===== src/hdl/e1pm_pkg.sv =====
package e1pm_pkg;
  // register indices (printed offsets are not all multiples of four)
  localparam logic [11:0] FAS_HI_IDX = 12'h902;
  localparam logic [11:0] FAS_LO_IDX = 12'h903;
  localparam logic [11:0] SEF_IDX = 12'h904;
  localparam logic [11:0] CRC_HI_IDX = 12'h905;
  localparam logic [11:0] CRC_LO_IDX = 12'h906;
  localparam logic [11:0] IRQ_STAT_IDX = 12'h910;
  localparam logic [11:0] IRQ_MASK_IDX = 12'h911;
  localparam logic [11:0] EVT_STAT_IDX = 12'h912;
  localparam int ADDR_W = 14;
  // interrupt status bit positions
  localparam int IRQ_FAS = 0;
  localparam int IRQ_SEF = 1;
  localparam int IRQ_CRC = 2;
  localparam int IRQ_SAT = 3;
  localparam int IRQ_W = 4;
  localparam logic [IRQ_W-1:0] IRQ_MASK_RST = 4'h0;
  localparam logic [15:0] CNT16_RST = 16'h0000;
  localparam logic [7:0] CNT8_RST = 8'h00;
  localparam logic [1:0] RESP_OKAY = 2'h0;
  localparam logic [1:0] RESP_SLVERR = 2'h2;
endpackage


===== src/hdl/e1pm_cnt16.sv =====
`timescale 1ns/1ps
module e1pm_cnt16
  import e1pm_pkg::*;
(
  // clock and reset
  input wire logic aclk,
  input wire logic aresetn,
  // event and clearing reads
  input wire logic event_pulse,
  input wire logic rd_hi,
  input wire logic rd_lo,
  // value
  output logic [7:0] hi_byte,
  output logic [7:0] lo_byte,
  output logic saturated
);
  logic [15:0] count;
  logic [7:0] lo_snap;
  logic hi_done;
  logic [15:0] base;

  // an upper-byte read freezes the lower byte and restarts the count
  assign base = rd_hi ? CNT16_RST : count;
  assign saturated = event_pulse && (count == 16'hFFFF) && !rd_hi;
  assign hi_byte = count[15:8];
  assign lo_byte = hi_done ? lo_snap : count[7:0];

  always_ff @(posedge aclk) begin
    if (!aresetn) begin
      count <= CNT16_RST;
    end else if (event_pulse && base != 16'hFFFF) begin
      count <= base + 16'h0001;
    end else begin
      count <= base;
    end
  end

  // clear completes on the lower-byte read that follows the upper-byte read
  always_ff @(posedge aclk) begin
    if (!aresetn) begin
      hi_done <= 1'b0;
      lo_snap <= CNT8_RST;
    end else if (rd_hi) begin
      hi_done <= 1'b1;
      lo_snap <= count[7:0];
    end else if (rd_lo) begin
      hi_done <= 1'b0;
    end
  end
endmodule


===== src/hdl/e1pm_sef.sv =====
`timescale 1ns/1ps
module e1pm_sef
  import e1pm_pkg::*;
(
  // clock and reset
  input wire logic aclk,
  input wire logic aresetn,
  // framer strobes and clearing read
  input wire logic fas_word_valid,
  input wire logic fas_word_err,
  input wire logic loss_of_frame,
  input wire logic rd_clear,
  // value
  output logic [7:0] count,
  output logic sef_pulse,
  output logic saturated
);
  logic prev_err;
  logic [7:0] base;

  // two consecutive bad alignment words while in frame
  assign sef_pulse = fas_word_valid && fas_word_err && prev_err && !loss_of_frame;
  assign base = rd_clear ? CNT8_RST : count;
  assign saturated = sef_pulse && (count == 8'hFF) && !rd_clear;

  always_ff @(posedge aclk) begin
    if (!aresetn || loss_of_frame) begin
      prev_err <= 1'b0;
    end else if (sef_pulse) begin
      prev_err <= 1'b0;
    end else if (fas_word_valid) begin
      prev_err <= fas_word_err;
    end
  end

  always_ff @(posedge aclk) begin
    if (!aresetn) begin
      count <= CNT8_RST;
    end else if (sef_pulse && base != 8'hFF) begin
      count <= base + 8'h01;
    end else begin
      count <= base;
    end
  end
endmodule


===== src/hdl/e1pm_top.sv =====
// Contract
// - sixteen-bit count of framing alignment errors since last read
// - alignment error count upper byte at one register, lower byte next
// - every counter clears when read and powers up at zero
// - clear of sixteen-bit counter completes after upper then lower read
// - eight-bit count of severely errored frames since last read
// - severe frame is two consecutive bad alignment words while in frame
// - sixteen-bit count of CRC-4 sync bit errors, upper byte own register
// - CRC-4 sync error lower byte in companion register, same order rules
`timescale 1ns/1ps
module e1pm_top
  import e1pm_pkg::*;
(
  // clock and reset
  input wire logic aclk,
  input wire logic aresetn,
  // framer strobes
  input wire logic fas_err,
  input wire logic fas_word_valid,
  input wire logic loss_of_frame,
  input wire logic crc4_sync_err,
  // axi4-lite write address
  input wire logic [ADDR_W-1:0] s_axi_awaddr,
  input wire logic [2:0] s_axi_awprot,
  input wire logic s_axi_awvalid,
  output logic s_axi_awready,
  // axi4-lite write data
  input wire logic [31:0] s_axi_wdata,
  input wire logic [3:0] s_axi_wstrb,
  input wire logic s_axi_wvalid,
  output logic s_axi_wready,
  // axi4-lite write response
  output logic [1:0] s_axi_bresp,
  output logic s_axi_bvalid,
  input wire logic s_axi_bready,
  // axi4-lite read address
  input wire logic [ADDR_W-1:0] s_axi_araddr,
  input wire logic [2:0] s_axi_arprot,
  input wire logic s_axi_arvalid,
  output logic s_axi_arready,
  // axi4-lite read data
  output logic [31:0] s_axi_rdata,
  output logic [1:0] s_axi_rresp,
  output logic s_axi_rvalid,
  input wire logic s_axi_rready,
  // interrupt
  output logic irq
);
  logic aw_held;
  logic w_held;
  logic [ADDR_W-1:0] aw_addr;
  logic [31:0] w_data;
  logic [3:0] w_strb;
  logic wr_fire;
  logic [11:0] wr_idx;
  logic [11:0] rd_idx;
  logic rd_fire;
  logic [31:0] next_rdata;
  logic next_rerr;
  logic rd_fas_hi;
  logic rd_fas_lo;
  logic rd_sef;
  logic rd_crc_hi;
  logic rd_crc_lo;
  logic [7:0] fas_hi;
  logic [7:0] fas_lo;
  logic [7:0] crc_hi;
  logic [7:0] crc_lo;
  logic [7:0] sef_count;
  logic fas_sat;
  logic crc_sat;
  logic sef_sat;
  logic sef_pulse;
  logic [IRQ_W-1:0] irq_stat;
  logic [IRQ_W-1:0] irq_mask;
  logic [IRQ_W-1:0] irq_set;

  // write channel: address and data taken in either order
  assign s_axi_awready = !aw_held && !s_axi_bvalid;
  assign s_axi_wready = !w_held && !s_axi_bvalid;
  assign wr_fire = aw_held && w_held && !s_axi_bvalid;
  assign wr_idx = aw_addr[13:2];

  always_ff @(posedge aclk) begin
    if (!aresetn) begin
      aw_held <= 1'b0;
      aw_addr <= '0;
    end else if (s_axi_awvalid && s_axi_awready) begin
      aw_held <= 1'b1;
      aw_addr <= s_axi_awaddr;
    end else if (wr_fire) begin
      aw_held <= 1'b0;
    end
  end

  always_ff @(posedge aclk) begin
    if (!aresetn) begin
      w_held <= 1'b0;
      w_data <= 32'h00000000;
      w_strb <= 4'h0;
    end else if (s_axi_wvalid && s_axi_wready) begin
      w_held <= 1'b1;
      w_data <= s_axi_wdata;
      w_strb <= s_axi_wstrb;
    end else if (wr_fire) begin
      w_held <= 1'b0;
    end
  end

  always_ff @(posedge aclk) begin
    if (!aresetn) begin
      s_axi_bvalid <= 1'b0;
      s_axi_bresp <= RESP_OKAY;
    end else if (wr_fire) begin
      s_axi_bvalid <= 1'b1;
      s_axi_bresp <= (wr_idx == IRQ_STAT_IDX || wr_idx == IRQ_MASK_IDX) ? RESP_OKAY : RESP_SLVERR;
    end else if (s_axi_bready) begin
      s_axi_bvalid <= 1'b0;
    end
  end

  // read channel: one cycle to data
  assign s_axi_arready = !s_axi_rvalid;
  assign rd_fire = s_axi_arvalid && s_axi_arready;
  assign rd_idx = s_axi_araddr[13:2];
  assign rd_fas_hi = rd_fire && rd_idx == FAS_HI_IDX;
  assign rd_fas_lo = rd_fire && rd_idx == FAS_LO_IDX;
  assign rd_sef = rd_fire && rd_idx == SEF_IDX;
  assign rd_crc_hi = rd_fire && rd_idx == CRC_HI_IDX;
  assign rd_crc_lo = rd_fire && rd_idx == CRC_LO_IDX;

  always_comb begin
    next_rdata = 32'h00000000;
    next_rerr = 1'b0;
    case (rd_idx)
      FAS_HI_IDX: next_rdata[7:0] = fas_hi;
      FAS_LO_IDX: next_rdata[7:0] = fas_lo;
      SEF_IDX: next_rdata[7:0] = sef_count;
      CRC_HI_IDX: next_rdata[7:0] = crc_hi;
      CRC_LO_IDX: next_rdata[7:0] = crc_lo;
      IRQ_STAT_IDX: next_rdata[IRQ_W-1:0] = irq_stat;
      IRQ_MASK_IDX: next_rdata[IRQ_W-1:0] = irq_mask;
      EVT_STAT_IDX: next_rdata[0] = loss_of_frame;
      default: next_rerr = 1'b1;
    endcase
  end

  always_ff @(posedge aclk) begin
    if (!aresetn) begin
      s_axi_rvalid <= 1'b0;
      s_axi_rdata <= 32'h00000000;
      s_axi_rresp <= RESP_OKAY;
    end else if (rd_fire) begin
      s_axi_rvalid <= 1'b1;
      s_axi_rdata <= next_rdata;
      s_axi_rresp <= next_rerr ? RESP_SLVERR : RESP_OKAY;
    end else if (s_axi_rready) begin
      s_axi_rvalid <= 1'b0;
    end
  end

  // counters
  e1pm_cnt16 u_fas (
    .aclk(aclk),
    .aresetn(aresetn),
    .event_pulse(fas_err),
    .rd_hi(rd_fas_hi),
    .rd_lo(rd_fas_lo),
    .hi_byte(fas_hi),
    .lo_byte(fas_lo),
    .saturated(fas_sat)
  );

  e1pm_cnt16 u_crc (
    .aclk(aclk),
    .aresetn(aresetn),
    .event_pulse(crc4_sync_err),
    .rd_hi(rd_crc_hi),
    .rd_lo(rd_crc_lo),
    .hi_byte(crc_hi),
    .lo_byte(crc_lo),
    .saturated(crc_sat)
  );

  e1pm_sef u_sef (
    .aclk(aclk),
    .aresetn(aresetn),
    .fas_word_valid(fas_word_valid),
    .fas_word_err(fas_err),
    .loss_of_frame(loss_of_frame),
    .rd_clear(rd_sef),
    .count(sef_count),
    .sef_pulse(sef_pulse),
    .saturated(sef_sat)
  );

  // interrupts: sticky status, write one to clear, set wins
  assign irq_set = {fas_sat || crc_sat || sef_sat, crc4_sync_err, sef_pulse, fas_err};

  always_ff @(posedge aclk) begin
    if (!aresetn) begin
      irq_stat <= '0;
    end else if (wr_fire && wr_idx == IRQ_STAT_IDX && w_strb[0]) begin
      irq_stat <= (irq_stat & ~w_data[IRQ_W-1:0]) | irq_set;
    end else begin
      irq_stat <= irq_stat | irq_set;
    end
  end

  always_ff @(posedge aclk) begin
    if (!aresetn) begin
      irq_mask <= IRQ_MASK_RST;
    end else if (wr_fire && wr_idx == IRQ_MASK_IDX && w_strb[0]) begin
      irq_mask <= w_data[IRQ_W-1:0];
    end
  end

  assign irq = |(irq_stat & irq_mask);
endmodule


===== config.mk =====
export PLATFORM = sky130hd
export DESIGN_NAME = e1pm_top
export DESIGN_NICKNAME = d
export VERILOG_FILES = /design/src/hdl/e1pm_pkg.sv /design/src/hdl/e1pm_cnt16.sv /design/src/hdl/e1pm_sef.sv /design/src/hdl/e1pm_top.sv
export SDC_FILE = /design/constraint.sdc
export NUM_CORES = 1
export LEC_CHECK = 0
export ABC_AREA = 0
export BUFFER_PORTS_ARGS = -buffer_cell sky130_fd_sc_hd__buf_2
export CAP_MARGIN = 20
export CORE_MARGIN = 5
export CORE_UTILIZATION = 52
export CTS_CLUSTER_DIAMETER = 150
export DETAILED_ROUTE_END_ITERATION = 10
export PLACE_DENSITY_LB_ADDON = 0.2
export SETUP_SLACK_MARGIN = 0.4
export SKIP_CTS_REPAIR_TIMING = 1
export SLEW_MARGIN = 25
export SYNTH_ARGS = -nofsm -noshare
export SYNTH_HDL_FRONTEND = slang
export SYNTH_SLANG_ARGS = --single-unit

===== constraint.sdc =====
create_clock -name aclk -period 4 [get_ports aclk]
set_input_delay 0.2 -clock aclk [delete_from_list [all_inputs] [get_ports aclk]]
set_output_delay 0.2 -clock aclk [all_outputs]
set_load 0.01 [all_outputs]

==> qor.csv, run 1 <==
metric,value,unit
ys_seq_elements,98,
via_count,4927,
status,completed,
drt_iter0_drc,360,
die_height,110.6,um
yosys.area_share.simple,0.2697,
rsz0062_at_grt,no,
synth.area.top_cells,"dfxtp_1, nand2_1, a21oi_1",
min_path_cells,2,
max_clock_freq,338.8,MHz
die_w,110.6,um
synthCells,667,
arrival,3.22,ns
place_congestion,0.8940,
power_density,336.7,nW/um^2
tightestPinTransition,1.017,ns
synthTopCellsByCount,"dfxtp_1, nand2_1, a21oi_1, nor2_1, mux2i_1",
drt-pass1-iter-count,5,
fillCellCount,894,
cp_max_fo,10,
path_depth,10,
drc,0,
period_share,0.7379,
drive_gt1_frac,0.1312,
cp.required,4.26,ns
synth_top_area_frac,0.3729,
place_area,5522,sq um
fin_skew,0.007984,ns
crit_start,s_axi_rvalid,
viasPerCell,5.852,
path_buf_inv,0,
hp-class,in -> reg,
vdd_drop_max,160.4,uV
clock-sinks,98,
maxSlewViolCount,0,
worstSetupPathType,reg -> reg,
wl_per_cell,16.26,um
grt_usage,0.2156,
grt_pass1_wl,22140,um
slew_headroom,0.3156,
core_area,9819,sq um
cts-root-buf,clkbuf_8,
start_util,0.5358,
crit_path_max_incr_delay,0.46,ns
antenna_found_initial,0,
synth_top_family_by_area,simple AND/OR/NAND/NOR gates,
cap_viol_max_count,0,
grt_overflow,0,
grt_max_degree,63,
cts_buffers,9,
crit_chain,nand2b_1 -> nor3_1 -> nand2_1 -> and2_1 -> ha_1 -> nand3_1 -> or3_1 -> a21oi_1 -> nor2_1 -> o21a_1,
synth_edf_count,0,
cts_max_level,3,
design_area,5751,sq um
r2r_start,s_axi_rvalid,
rows,36,
finalCriticalPeriod,2.952,ns
yosysWarnings,0,
synthXorXnorAreaFrac,0.02830,
yosysTopAreaCell,dfxtp_1,
synth_cell_types,65,
cpMaxStageDelayCell,dfxtp_1,
final_nets,790,
synthMuxAreaShare,0.06112,
timing.hold.ws,0.03790,ns
synth_adder_area_share,0.007134,
area_growth,9.299,%
synth_area,5261,sq um
end_kind,flip-flop,
cp_top_family,simple AND/OR/NAND/NOR gates,
synth_compound_area_frac,0.1860,
clk_latency,0.37,ns
avgSynthCellArea,7.888,sq um
synthArstFlopShare,0,
hold_violations,0,
path_clk_slew,0.09,ns
start_kind,flip-flop,
reg2reg_depth,10,
antenna_cells,0,
finalSetupTns,0,ns
hold_path_startpoint,loss_of_frame,
cts_tree,yes,
p_leak,0.001976,uW
wl,13700,um
ant_nets,0,
yosysSeqAreaShare,0.3729,
dp_hpwl,9987,um
setup_viol,0,
ios,123,
synth-main-ff-cell,dfxtp_1,
die-area,12230,sq um
grt_pass1_vias,4517,
clockBufferDepth,2,
port_buffers,55,
==> per-stage QoR <==
step,cells,util,total power (uW),setup slack [ns]
global placement,828,0.5621,1200,1.043
global route,842,0.5856,2007,0.8340
detailed placement,828,0.5623,1206,0.8963
floorplan,692,-,1165,1.149
finish,842,0.5856,1936,1.048
CTS,842,0.5856,1940,1.079
==> kinds of logic (layout without fill, tap and decap cells) <==
logic type / Yosys count / count (layout)
DFF: 98 / 98
other: 1 / 26
muxes: 32 / 32
adders and majority gates: 3 / 3
and+or+nand+nor: 285 / 285
AOI/OAI and AO/OA: 157 / 157
xor gates and xnor gates: 17 / 17
buffers and inverters: 74 / 91
==> path summary, 6_finish.rpt <==
path                     to  slack [ns]
min reg2reg     aw_addr[10]        0.45
max          u_sef.count[1]        1.05
min          u_sef.prev_err        0.04
max reg2reg  u_sef.count[1]        1.05
==> routing by layer <==
metal | track usage | wire [um] | share of wire
met1 | 0.2884 | 6148 | 0.45
met2 | 0.3515 | 6367 | 0.46
met3 | 0.03993 | 948 | 0.069
met4 | 0.06814 | 231 | 0.017
met5 | 0 | 0 | 0
==> registers in the layout (all words and copies together), names as in the netlist, 4 cells and up <==
| signal | cells |
|---|---|
| u_sef.count | 8 |
| u_crc.lo_snap | 8 |
| w_data | 4 |
| u_fas.lo_snap | 8 |
| s_axi_rdata | 8 |
| irq_stat | 4 |
| aw_addr | 12 |
| irq_mask | 4 |
| u_crc.count | 16 |
| u_fas.count | 16 |
==> report_power, final <==
part	switching, uW	internal, uW	leakage, uW
clock	342	408	0.000107
sequential	20.4	999	0.000795
combinational	107	59.5	0.00107
total	470	1470	0.00198
==> cell usage in the layout (no fill, tap or decap), types with 5 or more instances in the layout <==
cell type	synthesis	layout
o21ai_0	21	21
xor2_1	5	5
a22oi_1	7	7
clkbuf_8	0	9
nor2_1	61	61
inv_1	13	13
mux2i_1	31	31
nand2_1	98	98
nand2b_1	5	5
and3_1	5	5
nor2b_1	5	5
nor3_1	16	16
buf_4	26	8
nand4_1	13	13
nor4_1	11	11
and2_1	12	12
nand3_1	25	25
o211ai_1	6	6
nor3b_1	5	5
a21oi_1	67	67
a31oi_1	11	11
buf_2	5	55
xnor2_1	12	12
conb_1	1	26
a211oi_1	10	10
dfxtp_1	98	98
==> final cells by class <==
class                   instances  area, sq um  area share
multi-input cells             520         3003      0.5222
flip-flops and latches         98         1962      0.3412
repair buffers                 63        335.3     0.05831
well taps                     133        166.4     0.02894
clock buffers                   9        123.9     0.02154
clock inverters                 5        105.1     0.01828
inverters                      14        55.05    0.009574
No activity file was read; power rests on OpenSTA's default activity.
==> run 2: changes to the inputs <==
--- a/config.mk
+++ b/config.mk
@@ -9,7 +9,7 @@
 export BUFFER_PORTS_ARGS = -buffer_cell sky130_fd_sc_hd__buf_2
 export CAP_MARGIN = 20
 export CORE_MARGIN = 5
-export CORE_UTILIZATION = 52
+export CORE_UTILIZATION = 49
 export CTS_CLUSTER_DIAMETER = 150
 export DETAILED_ROUTE_END_ITERATION = 10
 export PLACE_DENSITY_LB_ADDON = 0.2
==> constraint.sdc (replaced) <==
create_clock -name aclk -period 2.7 [get_ports aclk]
set_input_delay 0.135 -clock aclk [delete_from_list [all_inputs] [get_ports aclk]]
set_output_delay 0.135 -clock aclk [all_outputs]
set_load 0.01 [all_outputs]
==> qor.csv, run 2 (synthesized netlist as in run 1, its figures left out) <==
metric,value,unit,change
status,finished with violations,,was completed
violations,negative hold slack,,
rsz0062_at_grt,yes,,was no
finalSetupTns,0,ns,unchanged
hold_path_startpoint,s_axi_awaddr[6],,was loss_of_frame
use_met3,0.04085,,was 0.03993
fillCellCount,957,,was 894
register_area,1966,sq um,was 1962 sq um
cts_max_level,3,,unchanged
core_area,10420,sq um,was 9819 sq um
slew_headroom,0.5270,,was 0.3156
place_inst,845,,was 828
grt_pass1_wl,22780,um,was 22140 um
crit_chain,nor2b_2 -> nand4_1 -> and2_4 -> ha_1 -> nand3_2 -> nor4_1 -> nor4b_1 -> xor2_1 -> nor2_1,,was nand2b_1 -> nor3_1 -> nand2_1 -> and2_1 -> ha_1 -> nand3_1 -> or3_1 -> a21oi_1 -> nor2_1 -> o21a_1
instances_no_fill,867,,was 842
grt_util_met1,0.2830,,was 0.2884
drt_iter0_drc,430,,was 360
cpMaxStageDelayCell,dfxtp_4,,was dfxtp_1
arrival,2.45,ns,was 3.22 ns
reg2reg_to,u_fas.count[13],,was u_sef.count[1]
p_int,2067,uW,was 1467 uW
maxSlewViolCount,0,,unchanged
drt-pass1-iter-count,5,,unchanged
clock-sinks,98,,unchanged
drc,0,,unchanged
die_w,113.6,um,was 110.6 um
power_density,459.2,nW/um^2,was 336.7 nW/um^2
grt_usage,0.2164,,was 0.2156
multi_input_area,3176,sq um,was 3003 sq um
final_core_util,0.5835,,was 0.5856
tightestPinTransition,0.7042,ns,was 1.017 ns
cts_buffers,9,,unchanged
swShare,0.2595,,was 0.2425
busiest_layer,met2,,unchanged
reg2reg_depth,9,,was 10
crit_path_max_incr_delay,0.38,ns,was 0.46 ns
min_path_cells,3,,was 2
wl_per_cell,16.02,um,was 16.26 um
grt_util_met2,0.3612,,was 0.3515
vdd_drop_max,322.2,uV,was 160.4 uV
antenna_cells,0,,unchanged
hold_violations,3,,was 0
hp-class,in -> reg,,unchanged
cts-root-buf,clkbuf_8,,unchanged
place_congestion,0.9436,,was 0.8940
crit_start,s_axi_rvalid,,unchanged
clk_latency,0.38,ns,was 0.37 ns
grt_overflow,0,,unchanged
p_leak,0.002112,uW,was 0.001976 uW
period_share,0.8140,,was 0.7379
final_cell_mix,"dfxtp_1, nand2_1, a21oi_1, nor2_1, buf_2",,"was nand2_1, dfxtp_1, a21oi_1, nor2_1, buf_2"
wl,13890,um,was 13700 um
timing.hold.ws,-0.007640,ns,was 0.03790 ns
drive_gt1_frac,0.1860,,was 0.1312
end_kind,flip-flop,,unchanged
cp.required,2.95,ns,was 4.26 ns
largest_registers,"u_crc.count x16, u_fas.count x16, aw_addr x12",,unchanged
path_clk_slew,0.10,ns,was 0.09 ns
finalCriticalPeriod,2.198,ns,was 2.952 ns
r2r_start,s_axi_rvalid,,unchanged
dp_slack,0.07370,ns,was 0.8963 ns
cap_viol_max_count,0,,unchanged
seqPwrFrac,0.541,,was 0.526
setup_ws,0.5022,ns,was 1.048 ns
fin_skew,0.01752,ns,was 0.007984 ns
switching_power,724.5,uW,was 469.5 uW
area_growth,15.53,%,was 9.299%
ios,123,,unchanged
port_buffers,55,,unchanged
max_clock_freq,455.0,MHz,was 338.8 MHz
cts_tree,yes,,unchanged
antenna_found_initial,0,,unchanged
pwr-share-comb,0.097,,was 0.086
final_nets,810,,was 790
die-area,12910,sq um,was 12230 sq um
hold_end,aw_addr[6],,was u_sef.prev_err
clockBufferDepth,2,,unchanged
dp_hpwl,10400,um,was 9987 um
worstSetupPathType,reg -> reg,,unchanged
rows,37,,was 36
final_common_cell,dfxtp_1,,
clkPwrFrac,0.363,,was 0.388
grt_pass1_vias,4746,,was 4517
setup_viol,0,,unchanged
start_util,0.5051,,was 0.5358
reg2reg_slack,0.50,ns,was 1.05 ns
die_height,113.6,um,was 110.6 um
via_count,5017,,was 4927
ant_nets,0,,unchanged
grt_max_degree,32,,was 63
start_kind,flip-flop,,unchanged
cp_max_fo,6,,was 10
viasPerCell,5.787,,was 5.852
run 2: changes by cell type in the layout (fill, tap and decap cells not counted), moves of 3 or more:
| cell | change |
|---|---|
| and2_1 | -3 |
| a21oi_1 | -3 |
| a2111oi_2 | +3 |
| buf_4 | +14 |
| a2111oi_0 | -3 |
| nor3_1 | -3 |
| and2_4 | +3 |
| dlygate4sd3_1 | +6 |
run 2: how the worst max path moves through the flow:
stage	to	slack, ns
2_1_floorplan	u_crc.count[13]	0.14
3_5_place_dp	u_sef.count[6]	0.07
5_1_grt	u_sef.count[1]	0.39
4_1_cts	u_sef.count[6]	0.24
3_3_place_gp	u_sef.count[6]	0.16
6_report	u_fas.count[13]	0.50
run 2: stage by stage:
step / total power [uW] / instance area (sq um)
CTS: 2799 / 5952
detailed placement: 1798 / 5738
global placement: 1791 / 5738
global route: 2902 / 6078
floorplan: 1730 / 5489
finish: 2791 / 6078
run 2: critical path, delay by kind of cell (launching register included):
kind	cells	cell delay [ns]
adder cells (fa/ha/maj)	1	0.21
XOR/XNOR	1	0.18
AND/OR/NAND/NOR	7	1.29
flip-flops	1	0.38
run 2: power by group through the flow:
stage / registers, uW / logic (uW) / clock network [uW]
2_1_floorplan: 1540 / 192 / 0
3_3_place_gp: 1540 / 250 / 0
3_5_place_dp: 1540 / 256 / 0
4_1_cts: 1510 / 258 / 1030
5_1_grt: 1520 / 299 / 1090
6_report: 1510 / 271 / 1010
run 2: routing by layer:
metal | share of wire | routed length [um] | up-vias
met3 | 0.067 | 934 | 17
met1 | 0.44 | 6110 | 2378
li1 | - | - | 2449
met2 | 0.48 | 6656 | 173
met5 | 0 | 0 | -
met4 | 0.014 | 192 | 0
run 2: layout make-up:
type                            instances  area share
Multi-Input combinational cell        520      0.5224
Sequential cell                        98      0.3234
Timing Repair Buffer                   83     0.08234
Inverter                               14    0.008646
Clock buffer                           11     0.02491
Tap cell                              136     0.02800
Clock inverter                          5     0.01029
==> run 3: changes to the inputs <==
==> constraint.sdc (replaced) <==
create_clock -name aclk -period 1.9 [get_ports aclk]
set_input_delay 0.095 -clock aclk [delete_from_list [all_inputs] [get_ports aclk]]
set_output_delay 0.095 -clock aclk [all_outputs]
set_load 0.01 [all_outputs]
==> qor.csv, run 3 (synthesized netlist as in run 1, its figures left out) <==
metric,value,unit,change
crit_path_max_incr_delay,0.46,ns,was 0.38 ns
drive_gt1_frac,0.3358,,was 0.1860
clkPwrFrac,0.344,,was 0.363
cts_buffers,9,,unchanged
ios,123,,unchanged
max_clock_freq,467.1,MHz,was 455.0 MHz
final_cell_mix,"nand2_1, dfxtp_1, buf_4, nor2_1, a21oi_1",,"was dfxtp_1, nand2_1, a21oi_1, nor2_1, buf_2"
cp_top_family,simple AND/OR/NAND/NOR gates,,unchanged
clock-sinks,98,,unchanged
wl,15990,um,was 13890 um
path_buf_inv,0,,unchanged
fin_skew,0.01311,ns,was 0.01752 ns
start_kind,flip-flop,,unchanged
cp.required,2.18,ns,was 2.95 ns
wl_per_cell,16.85,um,was 16.02 um
rows,37,,unchanged
timing.hold.ws,-0.04379,ns,was -0.007640 ns
arrival,2.42,ns,was 2.45 ns
path_clk_slew,0.10,ns,about the same
finalCriticalPeriod,2.141,ns,was 2.198 ns
hp-class,in -> reg,,unchanged
p_int,2936,uW,was 2067 uW
viasPerCell,5.711,,was 5.787
cts_tree,yes,,unchanged
power.total,4036,uW,was 2791 uW
grt_usage,0.2357,,was 0.2164
die_w,113.6,um,unchanged
p_leak,0.002596,uW,was 0.002112 uW
hold_violations,1,,was 3
cp_max_fo,5,,was 6
end_kind,flip-flop,,unchanged
status,finished with violations,,unchanged
cap_viol_max_count,0,,unchanged
crit_chain,nand4bb_4 -> or4_4 -> and2_4 -> ha_4 -> nand2_4 -> or3_4 -> o211a_4 -> a21oi_1 -> nand2b_1,,was nor2b_2 -> nand4_1 -> and2_4 -> ha_1 -> nand3_2 -> nor4_1 -> nor4b_1 -> xor2_1 -> nor2_1
setup_viol,38,,was 0
die_height,113.6,um,unchanged
swShare,0.2726,,was 0.2595
clockBufferDepth,2,,unchanged
drt_iter0_drc,382,,was 430
grt_pass1_vias,4946,,was 4746
switching_power,1100,uW,was 724.5 uW
drt-pass1-iter-count,5,,unchanged
place_area,6377,sq um,was 5738 sq um
via_count,5420,,was 5017
maxSlewViolCount,0,,unchanged
seqPwrFrac,0.533,,was 0.541
grt_max_degree,27,,was 32
dp_hpwl,11670,um,was 10400 um
rsz0062_at_grt,yes,,unchanged
antenna_cells,0,,unchanged
core_area,10420,sq um,unchanged
cts_max_level,3,,unchanged
multi_input_area,3607,sq um,was 3176 sq um
design_area,7189,sq um,was 6078 sq um
fillCellCount,841,,was 957
register_area,1984,sq um,was 1966 sq um
power_density,561.3,nW/um^2,was 459.2 nW/um^2
violations,"negative hold slack, negative setup slack",,was negative hold slack
period_share,1.127,,was 0.8140
worstSetupPathType,reg -> reg,,unchanged
antenna_found_initial,0,,unchanged
finalSetupTns,-5.042,ns,was 0 ns
cpMaxStageDelayCell,or4_4,,was dfxtp_4
final_common_cell,nand2_1,,was dfxtp_1
ant_nets,0,,unchanged
start_util,0.5051,,unchanged
largest_registers,"u_crc.count x16, u_fas.count x16, aw_addr x12",,unchanged
drc,0,,unchanged
port_buffers,55,,unchanged
grt_pass1_wl,24410,um,was 22780 um
die-area,12910,sq um,unchanged
cts-root-buf,clkbuf_8,,unchanged
final_nets,892,,was 810
vdd_drop_max,572.4,uV,was 322.2 uV
place_congestion,0.9467,,was 0.9436
clk_latency,0.39,ns,was 0.38 ns
pwr-share-comb,0.122,,was 0.097
instances_no_fill,949,,was 867
grt_overflow,0,,unchanged
area_growth,36.65,%,was 15.53%
place_inst,908,,was 845
setup_ws,-0.2409,ns,was 0.5022 ns
-- run 3: cell types whose count changed in the layout (fill, tap and decap cells not counted), moves of 6 or more --
| cell | previous run | this run |
|---|---|---|
| nor3_1 | 13 | 7 |
| buf_6 | 0 | 9 |
| a21oi_2 | 2 | 8 |
| dfxtp_2 | 0 | 12 |
| dlygate4sd3_1 | 6 | 18 |
| nor4_1 | 10 | 3 |
| dfxtp_1 | 97 | 84 |
| a21oi_1 | 64 | 57 |
| buf_4 | 22 | 83 |
-- run 3: worst paths after layout --
path / startpoint / to / slack [ns] / cells past startpoint
worst max-delay path: s_axi_rvalid / u_crc.count[15] / -0.24 / 9
worst min-delay path: s_axi_wdata[1] / w_data[1] / -0.04 / 3
worst max register to register: s_axi_rvalid / u_crc.count[15] / -0.24 / 9
worst min register to register: u_fas.lo_snap[5] / u_fas.lo_snap[5] / 0.46 / 2
-- run 3: cell type report --
| class | instances | area share |
|---|---|---|
| tap | 136 | 0.02367 |
| sequential | 98 | 0.2760 |
| multi-input combinational | 520 | 0.5017 |
| clock buffer | 10 | 0.01775 |
| inverter | 14 | 0.007309 |
| clock inverter | 6 | 0.009398 |
| timing repair buffer | 165 | 0.1641 |
-- run 3: power by group through the flow --
stage | registers, uW | clock network [uW] | logic [uW]
after global placement | 2190 | 0 | 414
final | 2150 | 1390 | 494
after detailed placement | 2190 | 0 | 424
after floorplan | 2190 | 0 | 284
after CTS | 2140 | 1410 | 426
after global routing | 2160 | 1510 | 539
-- run 3: worst register-to-register path: stages, from the launching register on --
cell	delay, ns
dfxtp_4	0.39
nand4bb_4	0.20
or4_4	0.46
and2_4	0.20
ha_4	0.16
nand2_4	0.08
or3_4	0.13
o211a_4	0.19
a21oi_1	0.06
nand2b_1	0.14
-- run 3: metrics by stage --
step | util | setup WS [ns]
6_report | 0.6902 | -0.2409
4_1_cts | 0.6310 | -0.3502
3_5_place_dp | 0.6123 | -0.5484
3_3_place_gp | 0.6123 | -0.4666
2_1_floorplan | - | -0.6238
5_1_grt | 0.6902 | -0.3281
-- run 3: routing by layer --
metal | wire length (um) | part of all wire | GRT usage
met1 | 6812 | 0.43 | 0.3024
met2 | 7586 | 0.47 | 0.3863
met3 | 1238 | 0.077 | 0.05942
met4 | 349 | 0.022 | 0.07933
met5 | 0 | 0 | 0
